$ cat config.mk
export PLATFORM = sky130hd
export DESIGN_NAME = adcc_top
export DESIGN_NICKNAME = d
export VERILOG_FILES = /design/src/rtl/adcc_pkg.sv /design/src/rtl/adcc_calrf.sv /design/src/rtl/adcc_timer.sv /design/src/rtl/adcc_top.sv
export SDC_FILE = /design/constraint.sdc
export NUM_CORES = 1
export LEC_CHECK = 0
export ABC_AREA = 1
export BUFFER_PORTS_ARGS = -buffer_cell sky130_fd_sc_hd__buf_2
export CORE_MARGIN = 5
export CORE_UTILIZATION = 60
export DETAILED_ROUTE_END_ITERATION = 6
export GPL_TIMING_DRIVEN = 0
export PLACE_DENSITY = 0.88
export RECOVER_POWER = 25
export SYNTH_ARGS = -nofsm -noshare
export SYNTH_HDL_FRONTEND = slang
export SYNTH_SLANG_ARGS = --single-unit
$ cat constraint.sdc
create_clock -name CORE_CLK_I -period 16.25 [get_ports CORE_CLK_I]
set_input_delay 0.8125 -clock CORE_CLK_I [delete_from_list [all_inputs] [get_ports CORE_CLK_I]]
set_output_delay 0.8125 -clock CORE_CLK_I [all_outputs]
set_load 0.02 [all_outputs]
$ cat src/rtl/adcc_pkg.sv
package adcc_pkg;
    // calibration register file
    localparam int CAL_NUM = 10;
    localparam int CAL_DW = 14;
    localparam logic [3:0] IDX_GAIN = 4'h0;
    localparam logic [3:0] IDX_OFFSET = 4'h1;
    localparam logic [3:0] IDX_LAST = 4'h9;
    localparam logic [13:0] OFFSET_RST = 14'h2000;
    localparam logic [13:0] GAIN_RST = 14'h2000;
    localparam logic [13:0] DAC_RST = 14'h0000;
    // calibration select codes
    localparam logic [1:0] SEL_ALL = 2'h0;
    localparam logic [1:0] SEL_GAIN_OFS = 2'h1;
    localparam logic [1:0] SEL_OFS = 2'h2;
    localparam logic [1:0] SEL_GAIN = 2'h3;
    // read target codes
    localparam logic [1:0] RDT_RESULT = 2'h0;
    localparam logic [1:0] RDT_CTRL = 2'h1;
    localparam logic [1:0] RDT_CAL = 2'h2;
    localparam logic [1:0] RDT_STATUS = 2'h3;
    // control word fields
    localparam int CTL_CONV = 0;
    localparam int CTL_STCAL = 1;
    localparam int CTL_CALSEL = 2;
    localparam int CTL_CALMD = 4;
    localparam int CTL_RDT = 5;
    localparam int CTL_MARK = 15;
    // status word fields
    localparam int ST_STCAL = 0;
    localparam int ST_CALSEL = 1;
    localparam int ST_CALMD = 3;
    localparam int ST_BUSY = 4;
    localparam int ST_ONES = 6;
    // timing
    localparam int CLK_PERIOD_NS = 25;
    localparam int SETUP_NS = 10;
    localparam logic [15:0] SETUP_CYC = 16'((SETUP_NS + CLK_PERIOD_NS - 1) / CLK_PERIOD_NS);
    // conversion length in master clock half periods: 16.5 and 17.5 periods
    localparam logic [15:0] HALVES_FAST = 16'h0021;
    localparam logic [15:0] HALVES_SLOW = 16'h0023;
    typedef enum logic [1:0] {TS_IDLE, TS_WAIT, TS_RUN} adcc_tmr_state_t;
endpackage : adcc_pkg

$ cat src/rtl/adcc_calrf.sv
`timescale 1ns/1ps
`default_nettype none
module adcc_calrf (
    input wire logic clk_i, // core clock
    input wire logic rst_i, // async reset
    input wire logic [1:0] sel_i, // calibration select
    input wire logic ptr_rst_i, // pointer back to start
    input wire logic adv_i, // one register fully accessed
    input wire logic wr_i, // host write at pointer
    input wire logic [13:0] wr_data_i, // host write data
    input wire logic hw_we_i, // calibration engine write
    input wire logic [3:0] hw_idx_i, // calibration engine index
    input wire logic [13:0] hw_data_i, // calibration engine data
    output logic [15:0] rd_data_o, // register at pointer
    output logic [3:0] ptr_o // pointer
);
    typedef struct packed {
        logic [adcc_pkg::CAL_NUM-1:0][adcc_pkg::CAL_DW-1:0] regs;
        logic [3:0] ptr;
    } adcc_rf_st_t;
    adcc_rf_st_t r, s;
    logic [3:0] first, last;
    always_comb begin
        first = (sel_i == adcc_pkg::SEL_OFS) ? adcc_pkg::IDX_OFFSET : adcc_pkg::IDX_GAIN;
        case (sel_i)
            adcc_pkg::SEL_ALL: last = adcc_pkg::IDX_LAST;
            adcc_pkg::SEL_GAIN_OFS: last = adcc_pkg::IDX_OFFSET;
            adcc_pkg::SEL_OFS: last = adcc_pkg::IDX_OFFSET;
            default: last = adcc_pkg::IDX_GAIN;
        endcase
        s = r;
        if (wr_i) begin
            s.regs[r.ptr] = wr_data_i;
        end
        if (hw_we_i && hw_idx_i <= adcc_pkg::IDX_LAST) begin
            s.regs[hw_idx_i] = hw_data_i;
        end
        if (ptr_rst_i) begin
            s.ptr = first;
        end else if (adv_i) begin
            s.ptr = (r.ptr == last) ? first : r.ptr + 4'h1;
        end
    end
    always_ff @(posedge clk_i or posedge rst_i) begin
        if (rst_i) begin
            r.regs <= '0;
            r.regs[adcc_pkg::IDX_GAIN] <= adcc_pkg::GAIN_RST;
            r.regs[adcc_pkg::IDX_OFFSET] <= adcc_pkg::OFFSET_RST;
            r.ptr <= adcc_pkg::IDX_GAIN;
        end else begin
            r <= s;
        end
    end
    assign rd_data_o = {2'b00, r.regs[r.ptr]};
    assign ptr_o = r.ptr;

    property p_ptr_first;
        @(posedge clk_i) disable iff (rst_i)
        ptr_rst_i |=> ptr_o == (($past(sel_i) == adcc_pkg::SEL_OFS) ? adcc_pkg::IDX_OFFSET : adcc_pkg::IDX_GAIN);
    endproperty
    a_ptr_first: assert property (p_ptr_first) else $error("pointer start wrong");
    property p_wrap;
        @(posedge clk_i) disable iff (rst_i)
        (adv_i && !ptr_rst_i && sel_i == adcc_pkg::SEL_GAIN_OFS && ptr_o == adcc_pkg::IDX_OFFSET)
            |=> ptr_o == adcc_pkg::IDX_GAIN;
    endproperty
    a_wrap: assert property (p_wrap) else $error("pointer did not wrap");
    property p_incr;
        @(posedge clk_i) disable iff (rst_i)
        (adv_i && !ptr_rst_i && sel_i == adcc_pkg::SEL_ALL && ptr_o != adcc_pkg::IDX_LAST)
            |=> ptr_o == $past(ptr_o) + 4'h1;
    endproperty
    a_incr: assert property (p_incr) else $error("pointer did not advance");
    property p_zeros;
        @(posedge clk_i) disable iff (rst_i)
        rd_data_o[15:14] == 2'b00;
    endproperty
    a_zeros: assert property (p_zeros) else $error("leading bits not zero");
endmodule : adcc_calrf
`default_nettype wire

$ cat src/rtl/adcc_timer.sv
`timescale 1ns/1ps
`default_nettype none
module adcc_timer #(
    parameter logic [15:0] CAL_HALVES = 16'h0040 // calibration length in half periods
) (
    input wire logic clk_i, // core clock
    input wire logic rst_i, // async reset
    input wire logic start_i, // start request
    input wire logic cal_i, // request is a calibration
    input wire logic mck_rise_i, // master clock rising edge
    input wire logic mck_fall_i, // master clock falling edge
    output logic busy_o, // conversion or calibration running
    output logic cal_o, // calibration running
    output logic done_o // one cycle at the end
);
    typedef struct packed {
        adcc_pkg::adcc_tmr_state_t st;
        logic [15:0] cnt;
        logic is_cal;
        logic busy;
        logic done;
    } adcc_tmr_st_t;
    adcc_tmr_st_t r, s;
    always_comb begin
        s = r;
        s.done = 1'b0;
        case (r.st)
            adcc_pkg::TS_IDLE: begin
                if (start_i) begin
                    s.st = adcc_pkg::TS_WAIT;
                    s.cnt = '0;
                    s.is_cal = cal_i;
                    s.busy = 1'b1;
                end
            end
            adcc_pkg::TS_WAIT: begin
                if (mck_fall_i) begin
                    s.st = adcc_pkg::TS_RUN;
                    if (r.is_cal) begin
                        s.cnt = CAL_HALVES;
                    end else if (r.cnt >= adcc_pkg::SETUP_CYC) begin
                        s.cnt = adcc_pkg::HALVES_FAST;
                    end else begin
                        s.cnt = adcc_pkg::HALVES_SLOW;
                    end
                end else if (r.cnt != 16'hffff) begin
                    s.cnt = r.cnt + 16'h0001;
                end
            end
            default: begin
                if (mck_rise_i || mck_fall_i) begin
                    s.cnt = r.cnt - 16'h0001;
                    if (r.cnt <= 16'h0001) begin
                        s.st = adcc_pkg::TS_IDLE;
                        s.busy = 1'b0;
                        s.is_cal = 1'b0;
                        s.done = 1'b1;
                    end
                end
            end
        endcase
    end
    always_ff @(posedge clk_i or posedge rst_i) begin
        if (rst_i) begin
            r <= '{st: adcc_pkg::TS_IDLE, cnt: 16'h0000, is_cal: 1'b0, busy: 1'b0, done: 1'b0};
        end else begin
            r <= s;
        end
    end
    assign busy_o = r.busy;
    assign cal_o = r.is_cal;
    assign done_o = r.done;

    property p_busy_on;
        @(posedge clk_i) disable iff (rst_i)
        (start_i && !busy_o) |=> busy_o;
    endproperty
    a_busy_on: assert property (p_busy_on) else $error("busy not raised");
    property p_fast;
        @(posedge clk_i) disable iff (rst_i)
        (r.st == adcc_pkg::TS_WAIT && mck_fall_i && !r.is_cal && r.cnt >= adcc_pkg::SETUP_CYC)
            |=> r.cnt == adcc_pkg::HALVES_FAST;
    endproperty
    a_fast: assert property (p_fast) else $error("short conversion length wrong");
    property p_done;
        @(posedge clk_i) disable iff (rst_i)
        $fell(busy_o) |-> done_o;
    endproperty
    a_done: assert property (p_done) else $error("busy fell without done");
endmodule : adcc_timer
`default_nettype wire

$ cat src/rtl/adcc_top.sv
`timescale 1ns/1ps
`default_nettype none
// Behaviour
// - ten host-readable and writable calibration registers: gain, offset, eight DAC
// - calibration runs load calibration registers without host access
// - select 00 all ten, 01 gain+offset, 10 offset, 11 gain
// - one selection and pointer serve reads and writes; host never mixes them
// - pointer resets on control write and after the last selected register
// - pointer starts at gain, or at offset for select 10
// - pointer advances after each complete register access
// - in byte mode pointer advances only after the high byte
// - host may abandon a sequence; next control write resets pointer
// - calibration reads return two leading zero bits
// - offset register is 14 data bits, defaulting near 0x2000
// - offset bits binary weighted, top bit 5 percent of reference
// - gain register 14 data bits, top bit 2.5 percent
// - conversion starts on start pin pulse or control convert bit
// - hold on start pin rising edge or end of control write
// - run begins next master clock fall; 16.5 or 17.5 periods by setup
// - busy goes low at end of conversion
// - busy falling clears convert bit; software may set it again
// - back to track on busy falling edge
// - first start after power-up runs self-calibration
// - busy status bit is one during conversion or calibration
module adcc_top #(
    parameter logic [15:0] CAL_HALVES = 16'h0040 // calibration length in master clock half periods
) (
    input wire logic CORE_CLK_I, // 40 MHz core clock
    input wire logic SYS_RST_I, // async reset, high
    input wire logic MASTER_CLOCK_IN_I, // master clock pin
    input wire logic CONVERT_START_N_I, // convert start pin, low pulse
    input wire logic CS_N_I, // chip select, low
    input wire logic RD_N_I, // read strobe, low
    input wire logic WR_N_I, // write strobe, low
    input wire logic HIGH_BYTE_SELECT_I, // byte mode: high byte
    input wire logic BYTE_MODE_I, // 1: 8-bit bus
    input wire logic [15:0] DB_I, // data bus in
    input wire logic [11:0] RESULT_I, // conversion result from core
    input wire logic CAL_WE_I, // calibration engine write
    input wire logic [3:0] CAL_IDX_I, // calibration engine index
    input wire logic [13:0] CAL_DATA_I, // calibration engine data
    output logic [15:0] DB_O, // data bus out
    output logic DB_OE_O, // data bus drive enable
    output logic BUSY_O, // conversion or calibration busy
    output logic HOLD_O, // 1: hold, 0: track
    output logic CAL_RUN_O // calibration running
);
    typedef struct packed {
        logic [2:0] mck;
        logic [2:0] cst;
        logic [1:0] cs;
        logic [2:0] rd;
        logic [2:0] wr;
        logic [1:0] hb;
        logic [1:0] bm;
        logic [15:0] db1;
        logic [15:0] db2;
        logic [15:0] wdat;
        logic [7:0] lo_byte;
        logic wr_cs;
        logic rd_cs;
        logic conv;
        logic stcal;
        logic [1:0] calsel;
        logic calmd;
        logic [1:0] rdt;
        logic first_done;
        logic hold;
        logic busy_q;
        logic [15:0] dout;
        logic doe;
    } adcc_top_st_t;
    adcc_top_st_t r, s;

    logic tmr_busy, tmr_cal, tmr_done;
    logic [15:0] cal_rd;
    logic [1:0] cal_sel;
    logic [3:0] cal_ptr;
    logic mck_rise, mck_fall, pin_start;
    logic wr_end, rd_end, rd_act, commit, ctl_wr, cal_wr;
    logic adv, ptr_rst, start, start_cal, busy_fall;
    logic [15:0] word, rd_word, st_word, ctl_word;

    always_comb begin
        s = r;
        // two-stage pin synchronisers, third stage only for edges
        s.mck = {r.mck[1:0], MASTER_CLOCK_IN_I};
        s.cst = {r.cst[1:0], CONVERT_START_N_I};
        s.cs = {r.cs[0], CS_N_I};
        s.rd = {r.rd[1:0], RD_N_I};
        s.wr = {r.wr[1:0], WR_N_I};
        s.hb = {r.hb[0], HIGH_BYTE_SELECT_I};
        s.bm = {r.bm[0], BYTE_MODE_I};
        s.db1 = DB_I;
        s.db2 = r.db1;
        mck_rise = r.mck[1] && !r.mck[2];
        mck_fall = !r.mck[1] && r.mck[2];
        pin_start = r.cst[1] && !r.cst[2];
        busy_fall = r.busy_q && !tmr_busy;
        s.busy_q = tmr_busy;

        // write strobe: data held while low, acted on at its end
        if (!r.wr[1] && !r.cs[1]) begin
            s.wr_cs = 1'b1;
            s.wdat = r.db2;
        end
        wr_end = r.wr_cs && r.wr[1] && !r.wr[2];
        if (wr_end) begin
            s.wr_cs = 1'b0;
        end
        commit = 1'b0;
        word = r.wdat;
        if (wr_end) begin
            if (!r.bm[1]) begin
                commit = 1'b1;
            end else if (!r.hb[1]) begin
                s.lo_byte = r.wdat[7:0];
            end else begin
                commit = 1'b1;
                word = {r.wdat[7:0], r.lo_byte};
            end
        end
        ctl_wr = commit && word[adcc_pkg::CTL_MARK];
        cal_wr = commit && (word[15:14] == 2'b00);
        ptr_rst = ctl_wr;
        // a control write steers the pointer reset with its own new selection
        cal_sel = ctl_wr ? word[adcc_pkg::CTL_CALSEL +: 2] : r.calsel;

        // read strobe
        rd_act = !r.rd[1] && !r.cs[1];
        if (rd_act) begin
            s.rd_cs = 1'b1;
        end
        rd_end = r.rd_cs && r.rd[1] && !r.rd[2];
        if (rd_end) begin
            s.rd_cs = 1'b0;
        end
        adv = cal_wr || (rd_end && r.rdt == adcc_pkg::RDT_CAL && (!r.bm[1] || r.hb[1]));

        // control register
        if (ctl_wr) begin
            s.calsel = word[adcc_pkg::CTL_CALSEL +: 2];
            s.calmd = word[adcc_pkg::CTL_CALMD];
            s.rdt = word[adcc_pkg::CTL_RDT +: 2];
        end
        start = 1'b0;
        start_cal = 1'b0;
        if (busy_fall) begin
            s.conv = 1'b0;
            s.stcal = 1'b0;
            s.hold = 1'b0;
        end
        if (ctl_wr && word[adcc_pkg::CTL_CONV]) begin
            s.conv = 1'b1;
        end
        if (ctl_wr && word[adcc_pkg::CTL_STCAL]) begin
            s.stcal = 1'b1;
        end
        if (!tmr_busy) begin
            if (ctl_wr && word[adcc_pkg::CTL_STCAL]) begin
                start = 1'b1;
                start_cal = 1'b1;
            end else if (pin_start || (ctl_wr && word[adcc_pkg::CTL_CONV])) begin
                start = 1'b1;
                start_cal = !r.first_done;
            end
        end
        if (start) begin
            s.first_done = 1'b1;
            s.hold = 1'b1;
        end

        // read data
        st_word = 16'h0000;
        st_word[adcc_pkg::ST_ONES +: 2] = 2'h3;
        st_word[adcc_pkg::ST_BUSY] = tmr_busy;
        st_word[adcc_pkg::ST_CALMD] = r.calmd;
        st_word[adcc_pkg::ST_CALSEL +: 2] = r.calsel;
        st_word[adcc_pkg::ST_STCAL] = tmr_cal;
        ctl_word = 16'h0000;
        ctl_word[adcc_pkg::CTL_MARK] = 1'b1;
        ctl_word[adcc_pkg::CTL_CONV] = r.conv;
        ctl_word[adcc_pkg::CTL_STCAL] = r.stcal;
        ctl_word[adcc_pkg::CTL_CALSEL +: 2] = r.calsel;
        ctl_word[adcc_pkg::CTL_CALMD] = r.calmd;
        ctl_word[adcc_pkg::CTL_RDT +: 2] = r.rdt;
        if (r.rdt == adcc_pkg::RDT_CAL) begin
            rd_word = cal_rd;
        end else if (r.rdt == adcc_pkg::RDT_STATUS) begin
            rd_word = st_word;
        end else if (r.rdt == adcc_pkg::RDT_CTRL) begin
            rd_word = ctl_word;
        end else begin
            rd_word = {4'h0, RESULT_I};
        end
        s.doe = rd_act;
        if (!rd_act) begin
            s.dout = 16'h0000;
        end else if (!r.bm[1]) begin
            s.dout = rd_word;
        end else if (r.hb[1]) begin
            s.dout = {8'h00, rd_word[15:8]};
        end else begin
            s.dout = {8'h00, rd_word[7:0]};
        end
    end

    always_ff @(posedge CORE_CLK_I or posedge SYS_RST_I) begin
        if (SYS_RST_I) begin
            r <= '0;
            r.mck <= 3'h0;
            r.cst <= 3'h7;
            r.cs <= 2'h3;
            r.rd <= 3'h7;
            r.wr <= 3'h7;
        end else begin
            r <= s;
        end
    end

    adcc_calrf u_calrf (
        .clk_i(CORE_CLK_I),
        .rst_i(SYS_RST_I),
        .sel_i(cal_sel),
        .ptr_rst_i(ptr_rst),
        .adv_i(adv),
        .wr_i(cal_wr),
        .wr_data_i(word[13:0]),
        .hw_we_i(CAL_WE_I && tmr_cal),
        .hw_idx_i(CAL_IDX_I),
        .hw_data_i(CAL_DATA_I),
        .rd_data_o(cal_rd),
        .ptr_o(cal_ptr)
    );

    adcc_timer #(
        .CAL_HALVES(CAL_HALVES)
    ) u_timer (
        .clk_i(CORE_CLK_I),
        .rst_i(SYS_RST_I),
        .start_i(start),
        .cal_i(start_cal),
        .mck_rise_i(mck_rise),
        .mck_fall_i(mck_fall),
        .busy_o(tmr_busy),
        .cal_o(tmr_cal),
        .done_o(tmr_done)
    );

    assign DB_O = r.dout;
    assign DB_OE_O = r.doe;
    assign BUSY_O = tmr_busy;
    assign HOLD_O = r.hold;
    assign CAL_RUN_O = tmr_cal;

    property p_conv_clr;
        @(posedge CORE_CLK_I) disable iff (SYS_RST_I)
        (busy_fall && !(ctl_wr && word[adcc_pkg::CTL_CONV])) |=> !r.conv;
    endproperty
    a_conv_clr: assert property (p_conv_clr) else $error("convert bit not cleared");
    property p_track;
        @(posedge CORE_CLK_I) disable iff (SYS_RST_I)
        (tmr_done && !start) |=> !HOLD_O;
    endproperty
    a_track: assert property (p_track) else $error("not back in track");
    property p_first_cal;
        @(posedge CORE_CLK_I) disable iff (SYS_RST_I)
        (pin_start && !tmr_busy && !r.first_done) |=> CAL_RUN_O && BUSY_O;
    endproperty
    a_first_cal: assert property (p_first_cal) else $error("first start not calibration");
    property p_byte_adv;
        @(posedge CORE_CLK_I) disable iff (SYS_RST_I)
        (rd_end && r.bm[1] && !r.hb[1]) |-> !adv;
    endproperty
    a_byte_adv: assert property (p_byte_adv) else $error("advance on low byte");
    property p_hold;
        @(posedge CORE_CLK_I) disable iff (SYS_RST_I)
        (pin_start && !tmr_busy) |=> HOLD_O && BUSY_O;
    endproperty
    a_hold: assert property (p_hold) else $error("no hold after start edge");
    property p_ptr_rst;
        @(posedge CORE_CLK_I) disable iff (SYS_RST_I)
        ctl_wr |=> cal_ptr == (($past(word[adcc_pkg::CTL_CALSEL +: 2]) == adcc_pkg::SEL_OFS)
            ? adcc_pkg::IDX_OFFSET : adcc_pkg::IDX_GAIN);
    endproperty
    a_ptr_rst: assert property (p_ptr_rst) else $error("control write kept pointer");
    property p_sw_start;
        @(posedge CORE_CLK_I) disable iff (SYS_RST_I)
        (ctl_wr && word[adcc_pkg::CTL_CONV] && !tmr_busy) |=> HOLD_O && BUSY_O;
    endproperty
    a_sw_start: assert property (p_sw_start) else $error("no hold after software start");
    property p_sel_load;
        @(posedge CORE_CLK_I) disable iff (SYS_RST_I)
        ctl_wr |=> r.calsel == $past(word[adcc_pkg::CTL_CALSEL +: 2]);
    endproperty
    a_sel_load: assert property (p_sel_load) else $error("selection not taken");
endmodule : adcc_top
`default_nettype wire

Word level (Yosys, flattened, before mapping) --
Index checks and enable logic that the tools add are counted.
Storage, ports and cells: input port bits 56, output and inout bits 20, register bits after elaboration 267, word-level logic and storage cells 168
Cells by class: equality and inequality tests 11, add/subtract/negate cells 3, reduce and logical (&&, ||, !) cells 53, bitwise operators 2, muxes and demuxes 54, magnitude comparators 7
Operator list (number):
- $bwmux W140 | 2
- $mux W140 | 2
- $mux W16 | 11
- $demux W14 S4 | 2
- $bmux W14 S4 | 1
- $mux W14 | 3
- $pmux W18 S2 | 1
- $mux W21 | 1
- $logic_and A1 B1 Y1 | 20
- $mux W20 | 1
- $mux W1 | 18
- $add A16 B1 Y16 const B | 1
- $ge A16 B1 Y1 const B | 1
- $le A16 B1 Y1 const B | 1
- $ne A16 B16 Y1 const B | 1
- $reduce_bool A2 Y1 | 8
- $sub A16 B1 Y16 const B | 1
- $mux W4 | 3
- $logic_not A1 Y1 | 11
- $lt A4 B5 Y1 const B | 2
- $mux W2 | 5
- $ge A4 B1 Y1 const B | 2
- $mux W8 | 1
- $pmux W4 S2 | 1
- 17 further kinds | 30

Logic depth before layout (Yosys ltp) --
Gate-level depths: netlist of run 1.
depth after elaboration 12, depth in mapped cells 16, mapped depth without buffers 15

By module --
A second synthesis of run 1 with hierarchy kept.
Second synthesis, totals: cell total of the unflattened synthesis 1753, area total of the unflattened synthesis 13823.3 µm²
By module, submodules not included:
- adcc_calrf | cells an instance 1093, seq. area each 3606.0 µm², times used 1, area each 8155.3 µm²
- adcc_top | cells an instance 365, seq. area each 2591.2 µm², times used 1, area each 3836.2 µm²
- adcc_timer | cells an instance 295, seq. area each 525.5 µm², times used 1, area each 1831.8 µm²

Least setup slack after synthesis of run 1 --
No wires, ideal clock.
path type flip-flop to flip-flop, from register u_calrf.r, in the netlist u_calrf.ptr_o[0], to register u_calrf.r[73] in the netlist's numbering, buffers on the path 3, required time 16.133 ns, slack 14.122 ns, cell stages (with the launch flop) 11, setup time 0.117 ns, data arrival time 2.011 ns, clock period less this slack 2.128 ns, path through dfrtp_1 -> inv_1 -> clkbuf_1 -> buf_1 -> ha_1 -> nand3_4 -> buf_6 -> nand2_1 -> o211ai_1 -> o21ai_1 -> inv_1
RTL lines:
- start: declaration | line adcc_calrf.sv:21 | adcc_rf_st_t r, s;
- start signal: assignment | line adcc_calrf.sv:51 | r <= s;

==> metrics.txt, run 1 <==
Buffers on Ports 63; Tightest Pin Transition 4620 ps; post-synthesis area per instance 8.30 sq um; RSZ-0062 raised after global routing false; Buf+Inv Stages, Crit Path 3; crit-path max cell delay about 3300 ps; syn_nets between 1500 and 2000; Iter 0 DRT Violations around 1800; violated checks DRC, capacitance limit, slew limit; die height about 160 um; Finish-stage setup viols 0; Area contributors post-synth dfrtp_1 (46%), nand2_1 (8.8%), o21ai_0 (6.3%); FP Rows 55; Starting Density just over 60%; Post-Syn Instances approximately 1700; die width 162 um; Seq/Total Area, Yosys between 40 and 50%; CP Class in -> async; leakage power about 7.4 nW; Clock Path Buffers 3; fin crit period about 6400 ps; Congestion Overflow GR 0; RR Startpoint r[90]; detailed-route wire length about 46000 um; critical-path cell with the highest stage delay clkbuf_1; Slew HR -208%; Fillers between 1500 and 2000; DRT Pass-1 Iters 7; Crit path max-delay family buffers and inverters; I/O pin cnt 76; Yosys cell types between 40 and 50; gr usage total a little over a third; total power between 2 and 3 mW; core footprint 22600 sq um; CP endpoint kind async pin; layout cells sized above 1 between 10 and 15%; crit path launch SYS_RST_I; post-CTS sizing 0; Setup crit start kind primary input; global-route wire length before repair between 70000 and 80000 um; Setup Skew 19.4 ps; Die ar. between 20000 and 30000 sq um; hold_buf cts 0; Hold Fails Final Rpt 0; crit path DAT between 5000 and 6000 ps; WL per Instance ~22 um; pin count of the biggest net entering global routing between 100 and 150; Top FF cell, synth dfrtp_1; #FFs+latches synth 266; worst min-delay path class reg -> reg; number of synthesized flops with an enable pin 0; Pwr Density about 170 nW/um^2; post-route ant nets 0; setup_tns 0 ps; DR vias between 10000 and 15000; initial antenna violation count 0; fmax between 150 and 200 MHz; Synth Cell Area 13800 sq um; list of most frequent post-synthesis cells nand2_1 (324), dfrtp_1 (253), inv_1 (221); via/cell ratio 6.29; Num CTS Buffers 28; ys async rst share 100%; H-tree levels 1; HP Start r[80]; CTS Root Cell clkbuf_16; worst skew pair latency between 500 and 600 ps; Finished Cell Area about 16000 sq um; setup bufs post-CTS 0; Final nets ~1800; Max IR drop VDD ~0.15 mV; Slew Limit Fails 167; Routability Congestion about 1.1; Max-cap violations 3; most instantiated library cell after synthesis nand2_1; critical path peak fanout 89; cell chain of the critical path buf_2, clkinvlp_2, clkbuf_1; outcome finished, violations left; Ys Warns 0; Layout area overhead 13.1%; placed cell area roughly 15000 sq um; post-synth top area cell dfrtp_1; clock sink total 266; share of the synthesized area in the top cell type about 46%; CTS tree built; DRC 1; HPWL after detailed placement between 30000 and 40000 um; Worst-path clk slew roughly 60 ps; period utilisation layout between 30 and 40%; vias in the first global route approximately 13000; CP required 15800 ps
[kinds of logic after synthesis]
logic type	synth area share [%]
AO/OA/AOI/OAI	23.6
XOR/XNOR	0.823
adder cells (fa/ha/maj)	0.724
buffers and inverters	10.7
flip-flops	48.2
other	0.0271
AND/OR/NAND/NOR	15.9
[power breakdown]
group          internal, mW  leakage [nW]  total, mW  switching (mW)
combinational         0.317          3.83      0.995           0.678
sequential            0.831          3.01      0.963           0.132
clock                 0.477         0.541      0.751           0.274
total                  1.63          7.38       2.71            1.08
[cell type report]
cell class	instances	area [sq um]	area share, %
plain buffers	113	646	4.12
well taps	285	357	2.28
inverters	223	838	5.36
diodes	2	5.00	0.0320
multi-input cells	1065	5690	36.4
clock buffers	33	759	4.85
repair buffers	65	347	2.21
clock inverters	18	334	2.13
flip-flops and latches	266	6670	42.6
[flip-flops by register name, summed over array words and instances (netlist names), 4 cells and up]
signal	count
ctl_word	7
DB_O	15
u_timer.r	18
u_calrf.r	140
u_calrf.ptr_o	4
r	78
[routing by layer]
metal  global-route usage, %  routed length (um)  vias up
li1                        -                   -     5750
met1                    45.7               16700     6146
met2                    52.4               19900      912
met3                    10.2                6000      217
met4                    20.1                3330        0
met5                       0                   0        -
[cell usage in the layout, fill, tap and decap left out, types with 4 or more instances in the layout]
| cell type | instances |
|---|---|
| a22oi_1 | 8 |
| xor2_1 | 11 |
| nor3_1 | 12 |
| a21oi_1 | 50 |
| nand2_1 | 324 |
| o21ai_1 | 60 |
| nand3_4 | 9 |
| clkbuf_16 | 28 |
| o21ai_2 | 4 |
| nand3_1 | 42 |
| dfstp_2 | 10 |
| clkinv_2 | 6 |
| o211ai_2 | 5 |
| nand4_1 | 7 |
| nand2_2 | 5 |
| nor2_1 | 105 |
| bufinv_16 | 9 |
| o221ai_1 | 6 |
| clkbuf_1 | 71 |
| buf_4 | 17 |
| o21ai_0 | 173 |
| o22ai_1 | 40 |
| clkbuf_8 | 4 |
| dfrtp_1 | 253 |
| inv_1 | 220 |
| buf_6 | 18 |
| o21a_1 | 56 |
| o211ai_1 | 113 |
| a31oi_1 | 4 |
| buf_2 | 66 |
| ha_1 | 8 |
[path summary, 6_finish.rpt]
path                                 end  slack, ps  cells past startpoint
setup / recovery                 DB_O[9]       9890                      3
hold / removal                     r[64]        350                      0
setup reg to reg            u_calrf.r[8]      12940                      9
hold reg to reg                    r[64]        350                      0
max in group CORE_CLK_I     u_calrf.r[8]      12940                      9
min in group asynchronous  u_calrf.r[12]       1040                      2
[stage by stage]
| stage | util, % | cells | setup slack (ps) | hold slack, ps |
|---|---|---|---|---|
| global placement | 64.1 | 2015 | 5450 | 331 |
| detailed placement | 64.3 | 2017 | 13210 | 335 |
| floorplan | - | 1667 | 8130 | 331 |
| finish | 69.1 | 2070 | 9890 | 347 |
| global route | 69.1 | 2068 | 8530 | 346 |
| CTS | 69.2 | 2068 | 13120 | 298 |
Power figures use the tool's default switching activity.
==> run 2: changes to the inputs <==
- ABC_AREA: 1 -> 0
- clock period: 16.25 -> 6.4 ns (I/O delays scaled with it)
==> run 2 against run 1 <==
Effect of this change: the flow finishes with violations (capacitance limit, slew limit); die area down 1.1%; cell count is 18% lower; non-clock buffer count grew 24; clock-buffer cell count is 10 higher; sequential power grew to 2.7 times the previous value; critical path type unchanged.
==> metrics.txt, run 2 <==
total power 6.42 mW (+140%); Tightest Pin Transition 2370 ps (-2250 ps); Layout area overhead 14.5%; hold depth 3 (+3); HPWL after detailed placement 26300 um (-18%); syn_nets 1330 (-23%); global-route wire length before repair 61000 um (-15%); violated checks capacitance limit, slew limit; Synth Cell Area 13700 sq um (-1.2%); via/cell ratio 6.47 (+2.8%); period utilisation layout approximately three fifths; Area contributors post-synth dfrtp_1 (46%), mux2i_1 (13%), o21ai_0 (5.3%); CTS Root Cell clkbuf_16; die width 161 um (-0.57%); Crit path max-delay family buffers and inverters; FP Rows 55 (unchanged); DRC 0 (-1); Hold Fails Final Rpt 0 (unchanged); die height 161 um (-0.57%); critical-path cell with the highest stage delay clkbuf_1; Pwr Density 410 nW/um^2 (+140%); largest register by flop count u_calrf.r; Clock Path Buffers 3 (unchanged); number of synthesized flops with an enable pin 0 (unchanged); Die ar. 25900 sq um (-1.1%); detailed-route wire length 37700 um (-18%); Congestion Overflow GR 0 (unchanged); DR vias 10939 (-16%); cell chain of the critical path dlygate4sd3_1, buf_2, clkinvlp_2, clkbuf_1, buf_12, buf_12, buf_16; Ys Warns 0 (unchanged); core footprint 22500 sq um (-0.61%); CP required 7150 ps (-8650 ps); fmax between 200 and 300 MHz; Max-cap violations 3 (unchanged); Levels on crit path 7 (+4); #FFs+latches synth 266 (unchanged); commonest non-fill, non-tap cells in the layout dfrtp_1 (253), mux2i_1 (171), nand2_1 (169), o21ai_0 (146), clkbuf_1 (74); post-synthesis area per instance 10.8 sq um (+30%); ant diodes 0 (-2); list of most frequent post-synthesis cells dfrtp_1 (253), mux2i_1 (171), nand2_1 (169); gr usage total 29.1% (-5.9 points); register area 6670 sq um (unchanged); CP endpoint kind async pin; initial antenna violation count 1 (+1); crit path DAT 4490 ps (-1420 ps); Largest register FFs 140 (unchanged); DRT Pass-1 Iters 5 (-2); CTS tree built; multi-input logic area 6330 sq um (+11%); Final nets 1449 (-21%); Buf+Inv Stages, Crit Path 7 (+4); CP Class in -> async; most instantiated library cell after synthesis dfrtp_1; ys async rst share 100% (unchanged); Max IR drop VDD 0.255 mV (+70%); Most common cell on crit path buf_12; Num CTS Buffers 29 (+3.6%); Largest regs u_calrf.r: 140 flops, r: 78 flops, u_timer.r: 18 flops; outcome finished, violations left; clock sink total 266 (unchanged); H-tree levels 1 (unchanged); Setup Skew 13.5 ps (-5.82 ps); vias in the first global route 11052 (-13%); I/O pin cnt 76 (unchanged); crit-path max cell delay 1760 ps (-1560 ps); post-route ant nets 0 (unchanged); setup_tns 0 ps (unchanged); Worst-path clk slew 60 ps (about the same); Slew HR -58.3% (+150 points); placed insts 1615 (-20%); WL per Instance 22.3 um (+0.37%); Fillers 1536 (-11%); Post-Syn Instances 1266 (-24%); critical path peak fanout 45 (-49%); fin cells 1691 (-18%); Buffers on Ports 58 (-7.9%); Finish-stage setup viols 0 (unchanged); post-synth top area cell dfrtp_1; Iter 0 DRT Violations 1253 (-32%); RSZ-0062 raised after global routing false; Seq/Total Area, Yosys 48.8% (+0.59 points); pin count of the biggest net entering global routing 46 (-60%); r2r worst-path depth 10 (+1); Routability Congestion 0.950 (-16%); layout cells sized above 1 18.0% (+6.9 points); commonest non-fill, non-tap cell in the layout dfrtp_1; worst min-delay path class in -> reg; share of the synthesized area in the top cell type 46.3% (+0.56 points); Yosys cell types 72 (+50%); Top FF cell, synth dfrtp_1; Slew Limit Fails 125 (-25%); Setup crit start kind primary input; Starting Density 60.7% (-0.37 points); fin crit period about 3700 ps; leakage power 5.91 nW (-20%); worst skew pair latency 550 ps (about the same)
==> run 2: final cells by class <==
type / instances / area share [%]
flip-flops and latches: 266 / 42.6
clock inverters: 9 / 0.991
inverters: 17 / 0.416
clock buffers: 43 / 5.42
plain buffers: 114 / 3.83
repair buffers: 88 / 3.99
multi-input cells: 869 / 40.4
well taps: 285 / 2.28
==> run 2: path summary, 6_finish.rpt <==
check	slack (ps)	start	endpoint
max	2660	SYS_RST_I	u_calrf.r[21]
min in group asynchronous	680	SYS_RST_I	r[83]
max reg2reg	3030	u_calrf.ptr_o[1]	u_calrf.r[136]
min reg2reg	350	r[70]	r[54]
max in group CORE_CLK_I	3030	u_calrf.ptr_o[1]	u_calrf.r[136]
min	70	RESULT_I[6]	DB_O[6]
==> run 2: logic make-up after synthesis <==
kind of cell	share of synthesized area, %
buffers and inverters	4.86
flip-flops	48.8
AND/OR/NAND/NOR	12.1
multiplexers	20.8
XOR/XNOR	0.128
other	0.0274
AO/OA/AOI/OAI	12.5
adder cells (fa/ha/maj)	0.732
==> run 2: routing by layer <==
layer	vias up	share of wire, %	track usage (%)
met5	-	0.034	0.568
met4	2	4.2	11.3
li1	4825	-	-
met1	5348	40	39.8
met3	140	9.0	6.00
met2	624	46	46.1
==> run 2: repair_timing <==
item / 4_1_cts / 5_1_grt
buffers inserted: 0 / 0
resized for setup: 0 / 0
hold buffers: 24 / 0
hold endpoints to repair: 48 / 0
==> run 2: tightest hold or removal path: stages <==
cell,delay (ps)
buf_2,80
a22oi_1,70
nor2b_1,110
==> run 2: stage by stage <==
stage / hold WS, ps / setup WS, ps / area, sq um / utilization, %
floorplan: 324 / 2580 / 13700 / -
global placement: 334 / 1150 / 14300 / 63.6
detailed placement: 336 / 3230 / 14400 / 64.2
CTS: 66.2 / 3160 / 15700 / 69.7
global route: 106 / 1870 / 15700 / 69.6
finish: 74.7 / 2660 / 15700 / 69.6
==> run 2: power breakdown <==
part	internal [mW]	total (mW)	switching, mW
Sequential	2.19	2.56	0.365
Combinational	0.881	2.10	1.22
Clock	1.07	1.76	0.681
==> run 3: changes to the inputs <==
- ABC_AREA: 0 -> 1
- clock period: 6.4 -> 3.7 ns (I/O delays scaled with it)
==> run 3 against run 2 <==
Effect of this change: largest power group is now combinational logic; largest cell class unchanged; the run ends with capacitance limit left; global-route usage is 8.7 points higher; wire length is 33% higher; highest routed layer is now met4; flip-flop and latch count stayed put; sequential power is 65% higher; clock power is 66% higher; first-iteration DRC count is 69% higher.
==> metrics.txt, run 3 (synthesized netlist as in run 1, its figures left out) <==
Hold Fails Final Rpt 0 (unchanged); routed wl met2 22600 um (+29%); Largest register FFs 140 (unchanged); fin crit period around 3400 ps; dpl ws 563 ps (-2660 ps); crit path DAT 3780 ps (-710 ps); worst skew pair latency 580 ps (+30 ps); worst hold slack 8.42 ps (-66.3 ps); DRC 0 (unchanged); die width 162 um (+0.57%); DR top layer met4; Fillers 1729 (+13%); commonest non-fill, non-tap cell in the layout nand2_1; Finish-stage setup viols 0 (unchanged); post-route ant nets 0 (unchanged); violated checks capacitance limit; worst min-delay path class in -> reg; Layout area overhead 14.8%; ant diodes 0 (unchanged); pin count of the biggest net entering global routing 46 (unchanged); gr usage total 37.8% (+8.7 points); Final Util 70.2% (+0.61 points); layout cells sized above 1 10.7% (-7.3 points); setup slack after layout 344 ps (-2310 ps); CP endpoint kind flop; setup bufs post-CTS 0 (unchanged); Most common cell on crit path nand2_2; outcome finished, violations left; Max IR drop VDD 0.580 mV (+130%); r2r worst-path depth 9 (-1); core footprint 22600 sq um (+0.61%); Starting Density 61.1% (+0.37 points); Tightest Pin Transition 1490 ps (-883 ps); DR vias 13293 (+22%); Pwr Density 730 nW/um^2 (+78%); CTS tree built; crit path launch r[90]; Num CTS Buffers 28 (-3.4%); CP Class reg -> reg; register area 6670 sq um (unchanged); largest register by flop count u_calrf.r; crit-path max cell delay 1040 ps (-720 ps); global-route wire length before repair 76100 um (+25%); critical-path cell with the highest stage delay o21ai_1; multi-input logic area 5690 sq um (-10%); Largest regs u_calrf.r: 140 flops, r: 78 flops, u_timer.r: 18 flops; met3 WL 5610 um (+66%); I/O pin cnt 76 (unchanged); Buf+Inv Stages, Crit Path 3 (-4); via/cell ratio 6.32 (-2.2%); DRT Pass-1 Iters 6 (+1); Setup crit start kind flop; CP endpoint u_calrf.r[125]; Slew Limit Fails 0 (-100%); R2R Setup Slk 340 ps (-2690 ps); CP required 4120 ps (-3030 ps); Congestion Overflow GR 0 (unchanged); wl on met1 18800 um (+24%); Final nets 1860 (+28%); Buffers on Ports 63 (+8.6%); period utilisation layout approximately 91%; Max-cap violations 1 (-2); leakage power 7.47 nW (+26%); initial antenna violation count 0 (-1); Die ar. 26200 sq um (+1.1%); HPWL after detailed placement 33900 um (+29%); Crit Reg-Reg Endpoint u_calrf.r[125]; Levels on crit path 9 (+2); hold depth 5 (+2); RSZ-0062 raised after global routing false; WL per Instance 23.8 um (+6.9%); Routability Congestion 1.00 (+5.7%); detailed-route wire length 50100 um (+33%); Setup Skew 23.6 ps (+10.1 ps); clock sink total 266 (unchanged); cell chain of the critical path nand2_2, nor2_4, nand2_2, buf_6, clkbuf_1, o21ai_1, inv_1, o21ai_0, o22ai_1; CTS Root Cell clkbuf_16; RR Startpoint r[90]; die height 162 um (+0.57%); Slew HR 0.0385% (+58 points); vias in the first global route 13032 (+18%); Finished Cell Area 15900 sq um (+1.5%); Iter 0 DRT Violations 2112 (+69%); commonest non-fill, non-tap cells in the layout nand2_1 (324), dfrtp_1 (253), inv_1 (220), o21ai_0 (173), o211ai_1 (113); Clock Path Buffers 3 (unchanged); placed cell area 14600 sq um (+1.3%); Crit path max-delay family compound AO/OA/AOI/OAI gates; fmax 298 MHz; FP Rows 55 (unchanged); setup_tns 0 ps (unchanged); H-tree levels 1 (unchanged); Worst-path clk slew 60 ps (about the same); critical path peak fanout 10 (-78%)
==> run 3: cell count changes in the layout (fill, tap and decap cells not counted), moves of 44 or more <==
cell,delta
mux2i_1,-171
nand2_1,+155
o21ai_1,+45
nor2_1,+65
inv_1,+204
o21a_1,+52
o211ai_1,+110
mux2_2,-44
==> run 3: worst min-delay path by stage <==
stage | from | end
floorplan | WR_N_I | r[89]
global placement | CS_N_I | r[95]
detailed placement | WR_N_I | r[89]
CTS | RESULT_I[5] | DB_O[5]
global route | RESULT_I[5] | DB_O[5]
finish | RESULT_I[5] | DB_O[5]
==> run 3: per-layer routing <==
layer	track usage [%]	vias to the layer above
met4	17.7	0
met2	59.9	971
li1	-	5805
met3	6.77	204
met5	0	-
met1	51.1	6313
==> run 3: final cells by class <==
cell class / count / share of cell area, %
inverter: 223 / 5.28
timing repair buffer: 99 / 4.62
sequential: 266 / 42.0
tap: 285 / 2.24
multi-input combinational: 1065 / 35.8
clock inverter: 9 / 0.772
clock buffer: 42 / 5.18
buffer: 113 / 4.06
==> run 3: metrics by stage <==
step / power [mW] / std cells
2_1_floorplan: 6.91 / 1667
3_3_place_gp: 8.28 / 2015
3_5_place_dp: 8.41 / 2021
4_1_cts: 11.3 / 2102
5_1_grt: 12.1 / 2102
6_report: 11.6 / 2102
==> run 3: what timing repair did <==
| item | CTS | global route |
|---|---|---|
| gates resized for setup | 0 | 0 |
| hold buffers | 30 | 0 |
| endpoints found under the hold margin | 61 | 0 |
==> run 3: worst register-to-register path, stage by stage, from the launching register on <==
cell,delay [ps]
dfstp_1,590
nand2_2,90
nor2_4,160
nand2_2,90
buf_6,160
clkbuf_1,230
o21ai_1,1040
inv_1,450
o21ai_0,290
o22ai_1,100
==> run 3: power by group <==
group	internal (mW)	leakage, nW	switching (mW)	total (mW)
clock	1.68	0.463	1.24	2.92
combinational	1.42	4.00	3.04	4.46
sequential	3.65	3.01	0.568	4.22
total	6.75	7.47	4.84	11.6
